<file path="src/rtl/cmrs_defines.svh">
// bit positions, reset values and counts of the cpu register state block
// assumes inclusion by bare name from the core
`ifndef CMRS_DEFINES_SVH
`define CMRS_DEFINES_SVH
`define CMRS_SP_IDX       3'd7
`define CMRS_EXR_T        7
`define CMRS_EXR_RSV      4'hF
`define CMRS_EXR_T_RST    1'b0
`define CMRS_EXR_LVL_RST  3'h7
`define CMRS_CCR_I        7
`define CMRS_CCR_H        5
`define CMRS_CCR_N        3
`define CMRS_CCR_Z        2
`define CMRS_CCR_V        1
`define CMRS_CCR_C        0
`define CMRS_BLOCK_STATES 2'd3
`define CMRS_PC_STEP      24'h000002
`define CMRS_PC_RST       24'h000000
`define CMRS_VEC_BASE     24'h000000
`endif

</file>
<file path="src/rtl/cmrs_pkg.sv">
// types of the cpu register state block
// uses nothing from the defines header
package cmrs_pkg;
  typedef enum logic [2:0] {
    CMRS_WR_BH = 3'b000,
    CMRS_WR_BL = 3'b001,
    CMRS_WR_WE = 3'b010,
    CMRS_WR_WR = 3'b011,
    CMRS_WR_WL = 3'b100
  } cmrs_wsize_t;
  typedef enum logic [1:0] {
    CMRS_SZ_B = 2'b00,
    CMRS_SZ_W = 2'b01,
    CMRS_SZ_L = 2'b10
  } cmrs_size_t;
  typedef enum logic [1:0] {
    CMRS_ALU_ADD   = 2'b00,
    CMRS_ALU_SUB   = 2'b01,
    CMRS_ALU_LOGIC = 2'b10,
    CMRS_ALU_SHIFT = 2'b11
  } cmrs_alu_op_t;
  typedef enum logic [2:0] {
    CMRS_CR_LOAD  = 3'b000,
    CMRS_CR_STORE = 3'b001,
    CMRS_CR_AND   = 3'b010,
    CMRS_CR_OR    = 3'b011,
    CMRS_CR_XOR   = 3'b100
  } cmrs_cr_op_t;
  typedef enum logic [2:0] {
    CMRS_S_IDLE = 3'b000,
    CMRS_S_RVEC = 3'b001,
    CMRS_S_PPC  = 3'b010,
    CMRS_S_PCCR = 3'b011,
    CMRS_S_PEXR = 3'b100,
    CMRS_S_VEC  = 3'b101,
    CMRS_S_MI   = 3'b110
  } cmrs_state_t;
  typedef struct packed {
    logic        en;
    logic [2:0]  idx;
    cmrs_wsize_t size;
    logic [31:0] data;
  } cmrs_wr_t;
  typedef struct packed {
    logic         en;
    cmrs_alu_op_t op;
    cmrs_size_t   size;
    logic [31:0]  a;
    logic [31:0]  b;
    logic         cin;
    logic [31:0]  res;
    logic         sc;
  } cmrs_alu_t;
  typedef struct packed {
    logic        en;
    logic        tgt_exr;
    cmrs_cr_op_t op;
    logic [7:0]  data;
  } cmrs_cr_t;
endpackage

</file>
<file path="src/rtl/cmrs_core.sv">
// cpu architectural state: general registers, control registers, frames
// assumes mode pins steady, memory answers each request with one ack pulse
`timescale 1ns/1ps
`include "cmrs_defines.svh"
module cmrs_core
  import cmrs_pkg::*;
#(
  parameter int ACCUMULATOR_HIGH_BITS = 10
)
(
  input  wire logic        clk,
  input  wire logic        rst_n,
  input  wire logic        clk_en,
  input  wire logic        mode_large,
  input  wire cmrs_wr_t    gwr,
  input  wire logic        au_en,
  input  wire logic [2:0]  au_idx,
  input  wire logic        au_dec,
  input  wire logic [2:0]  au_step,
  input  wire logic [2:0]  rd_idx,
  output logic      [31:0] rd_data,
  input  wire logic [31:0] ea_in,
  output logic      [23:0] ea_out,
  input  wire cmrs_alu_t   alu,
  output logic      [31:0] alu_res,
  input  wire cmrs_cr_t    cr,
  output logic      [7:0]  cr_rdata,
  input  wire logic        mac_clr,
  input  wire logic        mac_wr_hi,
  input  wire logic        mac_wr_lo,
  input  wire logic        mac_acc,
  input  wire logic [31:0] mac_data,
  output logic      [31:0] accumulator_high_out,
  output logic      [31:0] accumulator_low_out,
  input  wire logic        pc_ld,
  input  wire logic [23:0] pc_ld_addr,
  input  wire logic        pc_inc,
  output logic      [23:0] pc_out,
  output logic      [23:0] fetch_addr,
  input  wire logic        instr_done,
  output logic             trace_req,
  output logic             int_block,
  output logic      [7:0]  ccr_out,
  output logic      [7:0]  exr_out,
  input  wire logic        call_req,
  input  wire logic [23:0] call_target,
  input  wire logic        mi_req,
  input  wire logic        mi_call,
  input  wire logic [7:0]  mi_aa,
  input  wire logic        exc_req,
  input  wire logic [7:0]  exc_idx,
  input  wire logic        exr_valid,
  input  wire logic        mem_ack,
  input  wire logic [31:0] mem_rdata,
  output logic             mem_req,
  output logic             mem_we,
  output logic             mem_long,
  output logic      [23:0] mem_addr,
  output logic      [31:0] mem_wdata,
  output logic             busy
);
  localparam int MW = 32 + ACCUMULATOR_HIGH_BITS;

  function automatic logic [23:0] mask_addr(input logic lg, input logic [31:0] a);
    mask_addr = lg ? a[23:0] : {8'h00, a[15:0]};
  endfunction

  function automatic logic [23:0] branch_addr(input logic lg, input logic [31:0] d);
    branch_addr = lg ? d[23:0] : {8'h00, d[15:0]};
  endfunction

  logic [31:0]   gpr [8];
  logic [23:0]   pc_reg;
  logic          exr_t_reg;
  logic [2:0]    exr_lvl_reg;
  logic [7:0]    ccr_reg;
  logic [MW-1:0] mac_reg;
  logic [1:0]    blk_cnt_reg;
  cmrs_state_t   state_reg;
  cmrs_state_t   state_next;
  logic          exc_kind_reg;
  logic          exr_v_reg;
  logic          mi_call_reg;
  logic [7:0]    idx_reg;
  logic [7:0]    aa_reg;
  logic [23:0]   tgt_reg;
  logic [7:0]    exr_val;
  logic          idle_take;
  logic          exc_take;
  logic          issue;
  logic          push_issue;
  logic [31:0]   sp_step;
  logic [31:0]   sp_new;
  logic [23:0]   rd_target;
  logic [4:0]    sh;
  logic [31:0]   ah;
  logic [31:0]   bh;
  logic [32:0]   ch;
  logic [32:0]   sum33;
  logic [28:0]   half29;
  logic [31:0]   rh;
  logic [31:0]   lh;
  logic          arith;
  logic          is_add;
  logic [7:0]    cr_old;
  logic [7:0]    cr_new;

  assign exr_val    = {exr_t_reg, `CMRS_EXR_RSV, exr_lvl_reg};
  assign idle_take  = clk_en && state_reg == CMRS_S_IDLE && (exc_req || mi_req || call_req);
  assign exc_take   = clk_en && state_reg == CMRS_S_IDLE && exc_req;
  assign issue      = state_reg != CMRS_S_IDLE && !mem_req;
  assign push_issue = issue && (state_reg == CMRS_S_PPC || state_reg == CMRS_S_PCCR
                      || state_reg == CMRS_S_PEXR);
  assign sp_step    = (mode_large && state_reg == CMRS_S_PPC) ? 32'h00000004 : 32'h00000002;
  assign sp_new     = gpr[`CMRS_SP_IDX] - sp_step;
  assign rd_target  = branch_addr(mode_large, mem_rdata);

  // general registers, aliases share the same bits
  always_ff @(posedge clk)
  begin
    if (clk_en)
    begin
      if (au_en)
      begin
        if (au_dec)
          gpr[au_idx] <= gpr[au_idx] - {29'h0, au_step};
        else
          gpr[au_idx] <= gpr[au_idx] + {29'h0, au_step};
      end
      if (gwr.en)
      begin
        unique case (gwr.size)
          CMRS_WR_BH: gpr[gwr.idx][15:8]  <= gwr.data[7:0];
          CMRS_WR_BL: gpr[gwr.idx][7:0]   <= gwr.data[7:0];
          CMRS_WR_WE: gpr[gwr.idx][31:16] <= gwr.data[15:0];
          CMRS_WR_WR: gpr[gwr.idx][15:0]  <= gwr.data[15:0];
          CMRS_WR_WL: gpr[gwr.idx]        <= gwr.data;
          default:    gpr[gwr.idx]        <= gpr[gwr.idx];
        endcase
      end
      if (push_issue)
        gpr[`CMRS_SP_IDX] <= sp_new;
    end
  end

  always_ff @(posedge clk)
  begin
    if (!rst_n)
      rd_data <= 32'h00000000;
    else if (clk_en)
      rd_data <= gpr[rd_idx];
  end

  always_ff @(posedge clk)
  begin
    if (!rst_n)
      ea_out <= 24'h000000;
    else if (clk_en)
      ea_out <= mask_addr(mode_large, ea_in);
  end

  // frame and vector sequencer
  always_comb
  begin
    state_next = state_reg;
    unique case (state_reg)
      CMRS_S_IDLE:
        if (exc_req || call_req)
          state_next = (exc_req || !mi_req) ? CMRS_S_PPC : CMRS_S_MI;
        else if (mi_req)
          state_next = CMRS_S_MI;
      CMRS_S_RVEC:
        if (mem_ack)
          state_next = CMRS_S_IDLE;
      CMRS_S_PPC:
        if (mem_ack)
        begin
          if (!exc_kind_reg)
            state_next = CMRS_S_IDLE;
          else if (!mode_large)
            state_next = CMRS_S_PCCR;
          else
            state_next = exr_v_reg ? CMRS_S_PEXR : CMRS_S_VEC;
        end
      CMRS_S_PCCR:
        if (mem_ack)
          state_next = exr_v_reg ? CMRS_S_PEXR : CMRS_S_VEC;
      CMRS_S_PEXR:
        if (mem_ack)
          state_next = CMRS_S_VEC;
      CMRS_S_VEC:
        if (mem_ack)
          state_next = CMRS_S_IDLE;
      CMRS_S_MI:
        if (mem_ack)
          state_next = mi_call_reg ? CMRS_S_PPC : CMRS_S_IDLE;
      default:
        state_next = CMRS_S_IDLE;
    endcase
  end

  always_ff @(posedge clk)
  begin
    if (!rst_n)
    begin
      state_reg <= CMRS_S_RVEC;
      busy      <= 1'b1;
    end
    else if (clk_en)
    begin
      state_reg <= state_next;
      busy      <= state_next != CMRS_S_IDLE;
    end
  end

  always_ff @(posedge clk)
  begin
    if (!rst_n)
    begin
      exc_kind_reg <= 1'b0;
      exr_v_reg    <= 1'b0;
      mi_call_reg  <= 1'b0;
      idx_reg      <= 8'h00;
      aa_reg       <= 8'h00;
      tgt_reg      <= 24'h000000;
    end
    else if (idle_take)
    begin
      exc_kind_reg <= exc_req;
      exr_v_reg    <= exr_valid;
      mi_call_reg  <= mi_call;
      idx_reg      <= exc_idx;
      aa_reg       <= mi_aa;
      tgt_reg      <= call_target;
    end
    else if (clk_en && state_reg == CMRS_S_MI && mem_ack)
      tgt_reg <= rd_target;
  end

  always_ff @(posedge clk)
  begin
    if (!rst_n)
    begin
      mem_req   <= 1'b0;
      mem_we    <= 1'b0;
      mem_long  <= 1'b0;
      mem_addr  <= 24'h000000;
      mem_wdata <= 32'h00000000;
    end
    else if (clk_en)
    begin
      if (mem_req && mem_ack)
        mem_req <= 1'b0;
      else if (issue)
      begin
        mem_req   <= 1'b1;
        mem_long  <= mode_large;
        mem_we    <= 1'b0;
        mem_wdata <= 32'h00000000;
        unique case (state_reg)
          CMRS_S_RVEC: mem_addr <= `CMRS_VEC_BASE;
          CMRS_S_PPC:
          begin
            mem_we    <= 1'b1;
            mem_addr  <= mask_addr(mode_large, sp_new);
            mem_wdata <= mode_large ? {exc_kind_reg ? ccr_reg : 8'h00, pc_reg}
                                    : {16'h0000, pc_reg[15:0]};
          end
          CMRS_S_PCCR:
          begin
            mem_we    <= 1'b1;
            mem_long  <= 1'b0;
            mem_addr  <= mask_addr(mode_large, sp_new);
            mem_wdata <= {16'h0000, ccr_reg, 8'h00};
          end
          CMRS_S_PEXR:
          begin
            mem_we    <= 1'b1;
            mem_long  <= 1'b0;
            mem_addr  <= mask_addr(mode_large, sp_new);
            mem_wdata <= {16'h0000, exr_val, 8'h00};
          end
          CMRS_S_VEC:
            mem_addr <= mode_large ? {14'h0000, idx_reg, 2'b00}
                                   : {15'h0000, idx_reg, 1'b0};
          CMRS_S_MI: mem_addr <= {16'h0000, aa_reg};
          default:   mem_addr <= 24'h000000;
        endcase
      end
    end
  end

  // program counter
  always_ff @(posedge clk)
  begin
    if (!rst_n)
      pc_reg <= `CMRS_PC_RST;
    else if (clk_en)
    begin
      if (mem_ack && (state_reg == CMRS_S_RVEC || state_reg == CMRS_S_VEC))
        pc_reg <= rd_target;
      else if (mem_ack && state_reg == CMRS_S_MI && !mi_call_reg)
        pc_reg <= rd_target;
      else if (mem_ack && state_reg == CMRS_S_PPC && !exc_kind_reg)
        pc_reg <= tgt_reg;
      else if (pc_ld)
        pc_reg <= pc_ld_addr;
      else if (pc_inc)
        pc_reg <= pc_reg + `CMRS_PC_STEP;
    end
  end

  assign pc_out = pc_reg;

  always_ff @(posedge clk)
  begin
    if (!rst_n)
      fetch_addr <= 24'h000000;
    else if (clk_en)
      fetch_addr <= mask_addr(mode_large, {8'h00, pc_reg[23:1], 1'b0});
  end

  // control registers
  always_comb
  begin
    cr_old = cr.tgt_exr ? exr_val : ccr_reg;
    unique case (cr.op)
      CMRS_CR_LOAD: cr_new = cr.data;
      CMRS_CR_AND:  cr_new = cr_old & cr.data;
      CMRS_CR_OR:   cr_new = cr_old | cr.data;
      CMRS_CR_XOR:  cr_new = cr_old ^ cr.data;
      default:      cr_new = cr_old;
    endcase
  end

  always_ff @(posedge clk)
  begin
    if (!rst_n)
    begin
      exr_t_reg   <= `CMRS_EXR_T_RST;
      exr_lvl_reg <= `CMRS_EXR_LVL_RST;
    end
    else if (clk_en && cr.en && cr.tgt_exr)
    begin
      exr_t_reg   <= cr_new[`CMRS_EXR_T];
      exr_lvl_reg <= cr_new[2:0];
    end
  end

  assign exr_out = exr_val;

  always_ff @(posedge clk)
  begin
    if (!rst_n)
      ccr_reg[`CMRS_CCR_I] <= 1'b1;
    else if (clk_en)
    begin
      if (cr.en && !cr.tgt_exr)
        ccr_reg <= cr_new;
      if (alu.en)
      begin
        unique case (alu.op)
          CMRS_ALU_ADD, CMRS_ALU_SUB:
          begin
            ccr_reg[`CMRS_CCR_H] <= half29[28];
            ccr_reg[`CMRS_CCR_N] <= rh[31];
            ccr_reg[`CMRS_CCR_Z] <= rh == 32'h00000000;
            ccr_reg[`CMRS_CCR_V] <= is_add ? (ah[31] == bh[31] && rh[31] != ah[31])
                                           : (ah[31] != bh[31] && rh[31] != ah[31]);
            ccr_reg[`CMRS_CCR_C] <= sum33[32];
          end
          CMRS_ALU_LOGIC:
          begin
            ccr_reg[`CMRS_CCR_N] <= lh[31];
            ccr_reg[`CMRS_CCR_Z] <= lh == 32'h00000000;
            ccr_reg[`CMRS_CCR_V] <= 1'b0;
          end
          CMRS_ALU_SHIFT:
          begin
            ccr_reg[`CMRS_CCR_N] <= lh[31];
            ccr_reg[`CMRS_CCR_Z] <= lh == 32'h00000000;
            ccr_reg[`CMRS_CCR_V] <= 1'b0;
            ccr_reg[`CMRS_CCR_C] <= alu.sc;
          end
        endcase
      end
      if (exc_take)
        ccr_reg[`CMRS_CCR_I] <= 1'b1;
    end
  end

  assign ccr_out = ccr_reg;

  always_ff @(posedge clk)
  begin
    if (!rst_n)
      cr_rdata <= 8'h00;
    else if (clk_en && cr.en && cr.op == CMRS_CR_STORE)
      cr_rdata <= cr_old;
  end

  // interrupt blocking after ext control changes
  always_ff @(posedge clk)
  begin
    if (!rst_n)
    begin
      blk_cnt_reg <= 2'd0;
      int_block   <= 1'b0;
    end
    else if (clk_en)
    begin
      if (cr.en && cr.tgt_exr && cr.op != CMRS_CR_STORE)
      begin
        blk_cnt_reg <= `CMRS_BLOCK_STATES;
        int_block   <= 1'b1;
      end
      else if (blk_cnt_reg != 2'd0)
      begin
        blk_cnt_reg <= blk_cnt_reg - 2'd1;
        int_block   <= blk_cnt_reg != 2'd1;
      end
    end
  end

  always_ff @(posedge clk)
  begin
    if (!rst_n)
      trace_req <= 1'b0;
    else if (clk_en)
      trace_req <= instr_done && exr_t_reg;
  end

  // flag arithmetic, operands aligned so the sign sits at bit 31
  always_comb
  begin
    unique case (alu.size)
      CMRS_SZ_B: sh = 5'd24;
      CMRS_SZ_W: sh = 5'd16;
      CMRS_SZ_L: sh = 5'd0;
      default:   sh = 5'd0;
    endcase
  end

  assign is_add = alu.op == CMRS_ALU_ADD;
  assign arith  = alu.op == CMRS_ALU_ADD || alu.op == CMRS_ALU_SUB;
  assign ah     = alu.a << sh;
  assign bh     = alu.b << sh;
  assign ch     = {32'h00000000, alu.cin} << sh;
  assign sum33  = is_add ? ({1'b0, ah} + {1'b0, bh} + ch)
                         : ({1'b0, ah} - {1'b0, bh} - ch);
  assign half29 = is_add ? ({1'b0, ah[27:0]} + {1'b0, bh[27:0]} + ch[28:0])
                         : ({1'b0, ah[27:0]} - {1'b0, bh[27:0]} - ch[28:0]);
  assign rh     = sum33[31:0];
  assign lh     = alu.res << sh;

  always_ff @(posedge clk)
  begin
    if (!rst_n)
      alu_res <= 32'h00000000;
    else if (clk_en && alu.en)
      alu_res <= arith ? (rh >> sh) : alu.res;
  end

  // multiply-accumulate
  always_ff @(posedge clk)
  begin
    if (!rst_n)
      mac_reg <= '0;
    else if (clk_en)
    begin
      if (mac_clr)
        mac_reg <= '0;
      else if (mac_acc)
        mac_reg <= mac_reg + {{ACCUMULATOR_HIGH_BITS{mac_data[31]}}, mac_data};
      else
      begin
        if (mac_wr_hi)
          mac_reg[MW-1:32] <= mac_data[ACCUMULATOR_HIGH_BITS-1:0];
        if (mac_wr_lo)
          mac_reg[31:0] <= mac_data;
      end
    end
  end

  assign accumulator_high_out = {{(32-ACCUMULATOR_HIGH_BITS){mac_reg[MW-1]}}, mac_reg[MW-1:32]};
  assign accumulator_low_out = mac_reg[31:0];
endmodule

</file>
<file path="config.mk">
export PLATFORM = sky130hd
export DESIGN_NAME = cmrs_core
export DESIGN_NICKNAME = d
export VERILOG_FILES = /design/src/rtl/cmrs_pkg.sv /design/src/rtl/cmrs_core.sv
export VERILOG_INCLUDE_DIRS = /design/src /design/src/rtl
export SDC_FILE = /design/constraint.sdc
export NUM_CORES = 2
export LEC_CHECK = 0
export BUFFER_PORTS_ARGS = -buffer_cell sky130_fd_sc_hd__buf_4
export CORE_ASPECT_RATIO = 0.6
export CORE_MARGIN = 5
export CORE_UTILIZATION = 40
export CTS_CLUSTER_SIZE = 25
export DETAILED_ROUTE_END_ITERATION = 10
export PLACE_DENSITY = 0.67
export SLEW_MARGIN = 20
export SYNTH_ARGS = -nofsm -noshare
export SYNTH_HDL_FRONTEND = slang
export SYNTH_SLANG_ARGS = --single-unit
</file>
<file path="constraint.sdc">
create_clock -name clk -period 5.5 [get_ports clk]
set_clock_uncertainty 0.15 [all_clocks]
set_input_delay 0.55 -clock clk [delete_from_list [all_inputs] [get_ports clk]]
set_output_delay 0.55 -clock clk [all_outputs]
set_load 0.1 [all_outputs]
</file>
==> impl_results.rst <==
.. list-table::
   :header-rows: 1

   * - Metric
     - Value
   * - Count of endpoints failing hold in the final timing report
     - 0
   * - Largest delay contributor family on the critical path
     - simple AND/OR/NAND/NOR gates
   * - Initial antenna violation count
     - 19
   * - Global placer's final weighted congestion
     - 0.9986
   * - Number of nets in the finished design
     - 5,444
   * - Number of H-tree levels
     - 2
   * - Share of power burned in combinational logic
     - 35.8%
   * - Max FO, Critical Path
     - 6
   * - Filler cell count
     - 9,060
   * - Power per standard cell area
     - 296.8 mW/mm^2
   * - Switching Power
     - 0.005293 W
   * - Final number of max-transition violations
     - 0
   * - Synthesized area per cell
     - 9.144 um^2
   * - Unique cell type count in the Yosys netlist
     - 83
   * - Sum of buffers and inverters on the critical path
     - 0
   * - Share of power burned in the clock network
     - 29.5%
   * - Number of placed cells counting well taps
     - 6,081
   * - Hold Path Class
     - in -> reg
   * - DIE WIDTH
     - 411.5 um
   * - Mean routed wirelength per cell
     - 25.86 um
   * - Library cell with the largest summed area after synthesis
     - edfxtp_1
   * - Clock tree from TritonCTS
     - yes
   * - Count of unresolved DRC violations after routing
     - 0
   * - Async S/R FF share, synth
     - 0%
   * - Top cells by area, synth
     - edfxtp_1 20%, dfxtp_1 16%, ha_1 6.8%
   * - Die footprint
     - 0.1032 mm^2
   * - Vias after detailed routing
     - 37,270
   * - Number of global-route vias before repair
     - 34,540
   * - Max-cap viol count
     - 0
   * - Number of placement rows
     - 88
   * - Cells resized by post-CTS repair
     - 0
   * - Final WL
     - 161,700 um
   * - Synthesized netlist cell count
     - 4,231
   * - Combined global-route utilization of all metal layers
     - 29.50%
   * - Wire length of the first global-routing pass
     - 231,600 um
   * - Req. time, crit path
     - 5770 ps
   * - Setup repair after global routing missed its margin
     - false
   * - Drt via density
     - 5.963
   * - Number of DRC markers after the initial detailed-route iteration
     - 5,249
   * - Top cells by count, synth
     - 466 x nand2_1, 300 x dfxtp_1, 271 x o21ai_0
   * - Main flop type after synthesis
     - dfxtp_1
   * - CP Class
     - reg -> reg
   * - Clock insertion delay at the later pin of the skew report
     - 680 ps
   * - Number of iterations in the first detailed-routing pass
     - 7
   * - Final standard cell area without fillers
     - 0.04802 mm^2
   * - Final instance count without filler cells
     - 6,251
   * - Headroom to the max-slew limit
     - 26.06%
   * - Largest net degree at the start of global routing
     - 99
   * - Most repeated cell in the gate-level netlist after synthesis
     - nand2_1
   * - Static leakage
     - 20.66 nW
   * - Sequential share of power
     - 34.7%
   * - Area grow syn2layout
     - 24.13%
   * - Setup TNS Final
     - 0 ps
   * - Maximum operating frequency
     - 0.1918 GHz
   * - Total number of yosys warnings
     - 0
   * - Crit share post-route
     - 94.81%
   * - Placed Area
     - 0.04558 mm^2
   * - Post-layout power
     - 0.01426 W
   * - Die Y-Extent
     - 250.9 um
   * - Crit path max-delay cell type
     - nor3b_1
   * - Port Buffer Count
     - 607
   * - HPWL after detailed placement
     - 122,300 um
   * - Count of state elements after synthesis
     - 563
   * - Total congestion overflow after global routing
     - 0
   * - Switching power share of the total
     - 37.13%
   * - Crit path top cell by count
     - nand2_1
   * - Combined area of all synthesized cells
     - 0.03869 mm^2
   * - Number of nets with antenna violations after detailed routing
     - 0
   * - Area share of the largest cell type after synthesis
     - 20.41%
   * - Number of flops mapped to enable cells by yosys
     - 263
   * - Number of buffers on the longest clock path
     - 3
   * - Period minus WS final
     - 5215 ps
   * - Power Internal
     - 0.008962 W
   * - Core utilization of the finished layout
     - 50.02%
   * - Maximum vdd ir drop
     - 0.0002734 V
   * - Share of cells above drive strength 1
     - 22.76%
   * - Clock-pin slew on the worst setup and hold paths
     - 70 ps
   * - Inserted Clock Buffers
     - 61
   * - Outcome
     - finished, final reports clean
   * - Clock net sink count
     - 563
   * - Worst path arrival time
     - 5480 ps
   * - CP Cell Sequence
     - nand2b_1 > nor2_1 > nand2_1 > ha_1 > a211oi_1 > nand3_1 > nor3b_1 > nand2_1 > or3_1 > nor4_1 > xnor2_1 > a2bb2oi_1
   * - Post-synthesis sequential area ratio
     - 35.94%
   * - Crit path largest cell delay
     - 750 ps
   * - Root Buffer
     - clkbuf_16
   * - Effective utilization at floorplan
     - 40.30%
   * - Worst setup SP type
     - flop
   * - Core Area
     - 0.09601 mm^2
   * - Final-report setup violation count
     - 0
   * - Slew @ Worst Pin
     - 1109 ps
   * - Number of flip-flops under the largest register name
     - 256
   * - Number of top-level pins
     - 629
   * - Worst Setup End Kind
     - flop
kinds of logic after synthesis:
kind of cell | after synthesis | synth area share [%]
simple gates | 1250 | 15.37
compound gates | 1174 | 19.86
flops | 563 | 35.94
buf+inv | 440 | 4.544
mux | 405 | 12.82
fa+ha+maj | 225 | 7.548
xor+xnor | 172 | 3.894
other cells | 2 | 0.01941
cell usage in the layout, fill, tap and decap left out, types with 31 or more instances in the layout:
master,netlist,final
mux2_2,85,85
inv_1,146,146
buf_4,28,822
xnor2_1,93,93
nor3_1,58,58
a21o_1,60,60
nand2_1,466,465
and2_1,55,55
nor4_1,45,45
a21boi_0,47,47
mux4_2,64,64
nand2b_1,31,31
dlygate4sd3_1,0,35
nor2b_1,118,117
ha_1,211,211
o21ai_0,271,265
o211ai_1,51,51
a22o_1,39,39
a21oi_1,232,231
nand3_1,75,75
mux2i_1,256,256
a22oi_1,57,57
o22ai_1,144,144
nor2_1,268,268
o211a_1,56,56
dfxtp_1,300,300
edfxtp_1,263,263
xor2_1,79,79
clkbuf_16,0,62
layer usage:
layer	routed length, um	share of wire, %	global-route usage, %
met5	0	0	0
met1	69480	43	42.55
met2	66920	41	42.55
met3	18990	12	7.916
met4	6282	3.9	10.02
power by group through the flow:
| stage | sequential [W] | clock [W] | combinational (W) |
|---|---|---|---|
| floorplan | 0.00566 | 0 | 0.00262 |
| global placement | 0.00503 | 0 | 0.00487 |
| detailed placement | 0.00503 | 0 | 0.00494 |
| CTS | 0.00494 | 0.00425 | 0.00499 |
| global route | 0.00496 | 0.00442 | 0.00544 |
| finish | 0.00495 | 0.00420 | 0.00511 |
per-stage QoR:
step / hold WS, ps / setup WS [ps]
2_1_floorplan: 290.1 / 26.98
3_3_place_gp: 303.4 / 125.1
3_5_place_dp: 312.0 / 61.41
4_1_cts: 0.03364 / 452.7
5_1_grt: 27.97 / 151.4
6_report: 42.78 / 285.2
final cells by class:
cell class / count / area (um^2) / share of cell area [%]
multi-input cells: 3233 / 23130 / 48.15
inverters: 147 / 551.8 / 1.149
diodes: 20 / 50.05 / 0.1042
repair buffers: 870 / 6782 / 14.12
flip-flops and latches: 563 / 13900 / 28.95
well taps: 1305 / 1633 / 3.400
clock buffers: 79 / 1655 / 3.447
clock inverters: 34 / 324.1 / 0.6748
final timing paths:
kind                            slack [ps]            to          from  cells after the start
worst max-delay path                   290    gpr[7][30]  state_reg[2]                     12
worst min-delay path                    40    alu_res[4]        alu[5]                      3
worst max register to register         290    gpr[7][30]  state_reg[2]                     12
worst min register to register         320  mem_addr[15]  mem_addr[15]                      2
timing repair:
item / CTS / global route
hold buffers: 35 / 0
hold endpoints to repair: 35 / 0
setup buffers: 0 / 0
worst min-delay path, cell delays in order:
cell      delay (ps)
buf_4             80
nand4_1           70
o211ai_1          80
Note: power is estimated with default switching activity, not from simulation.
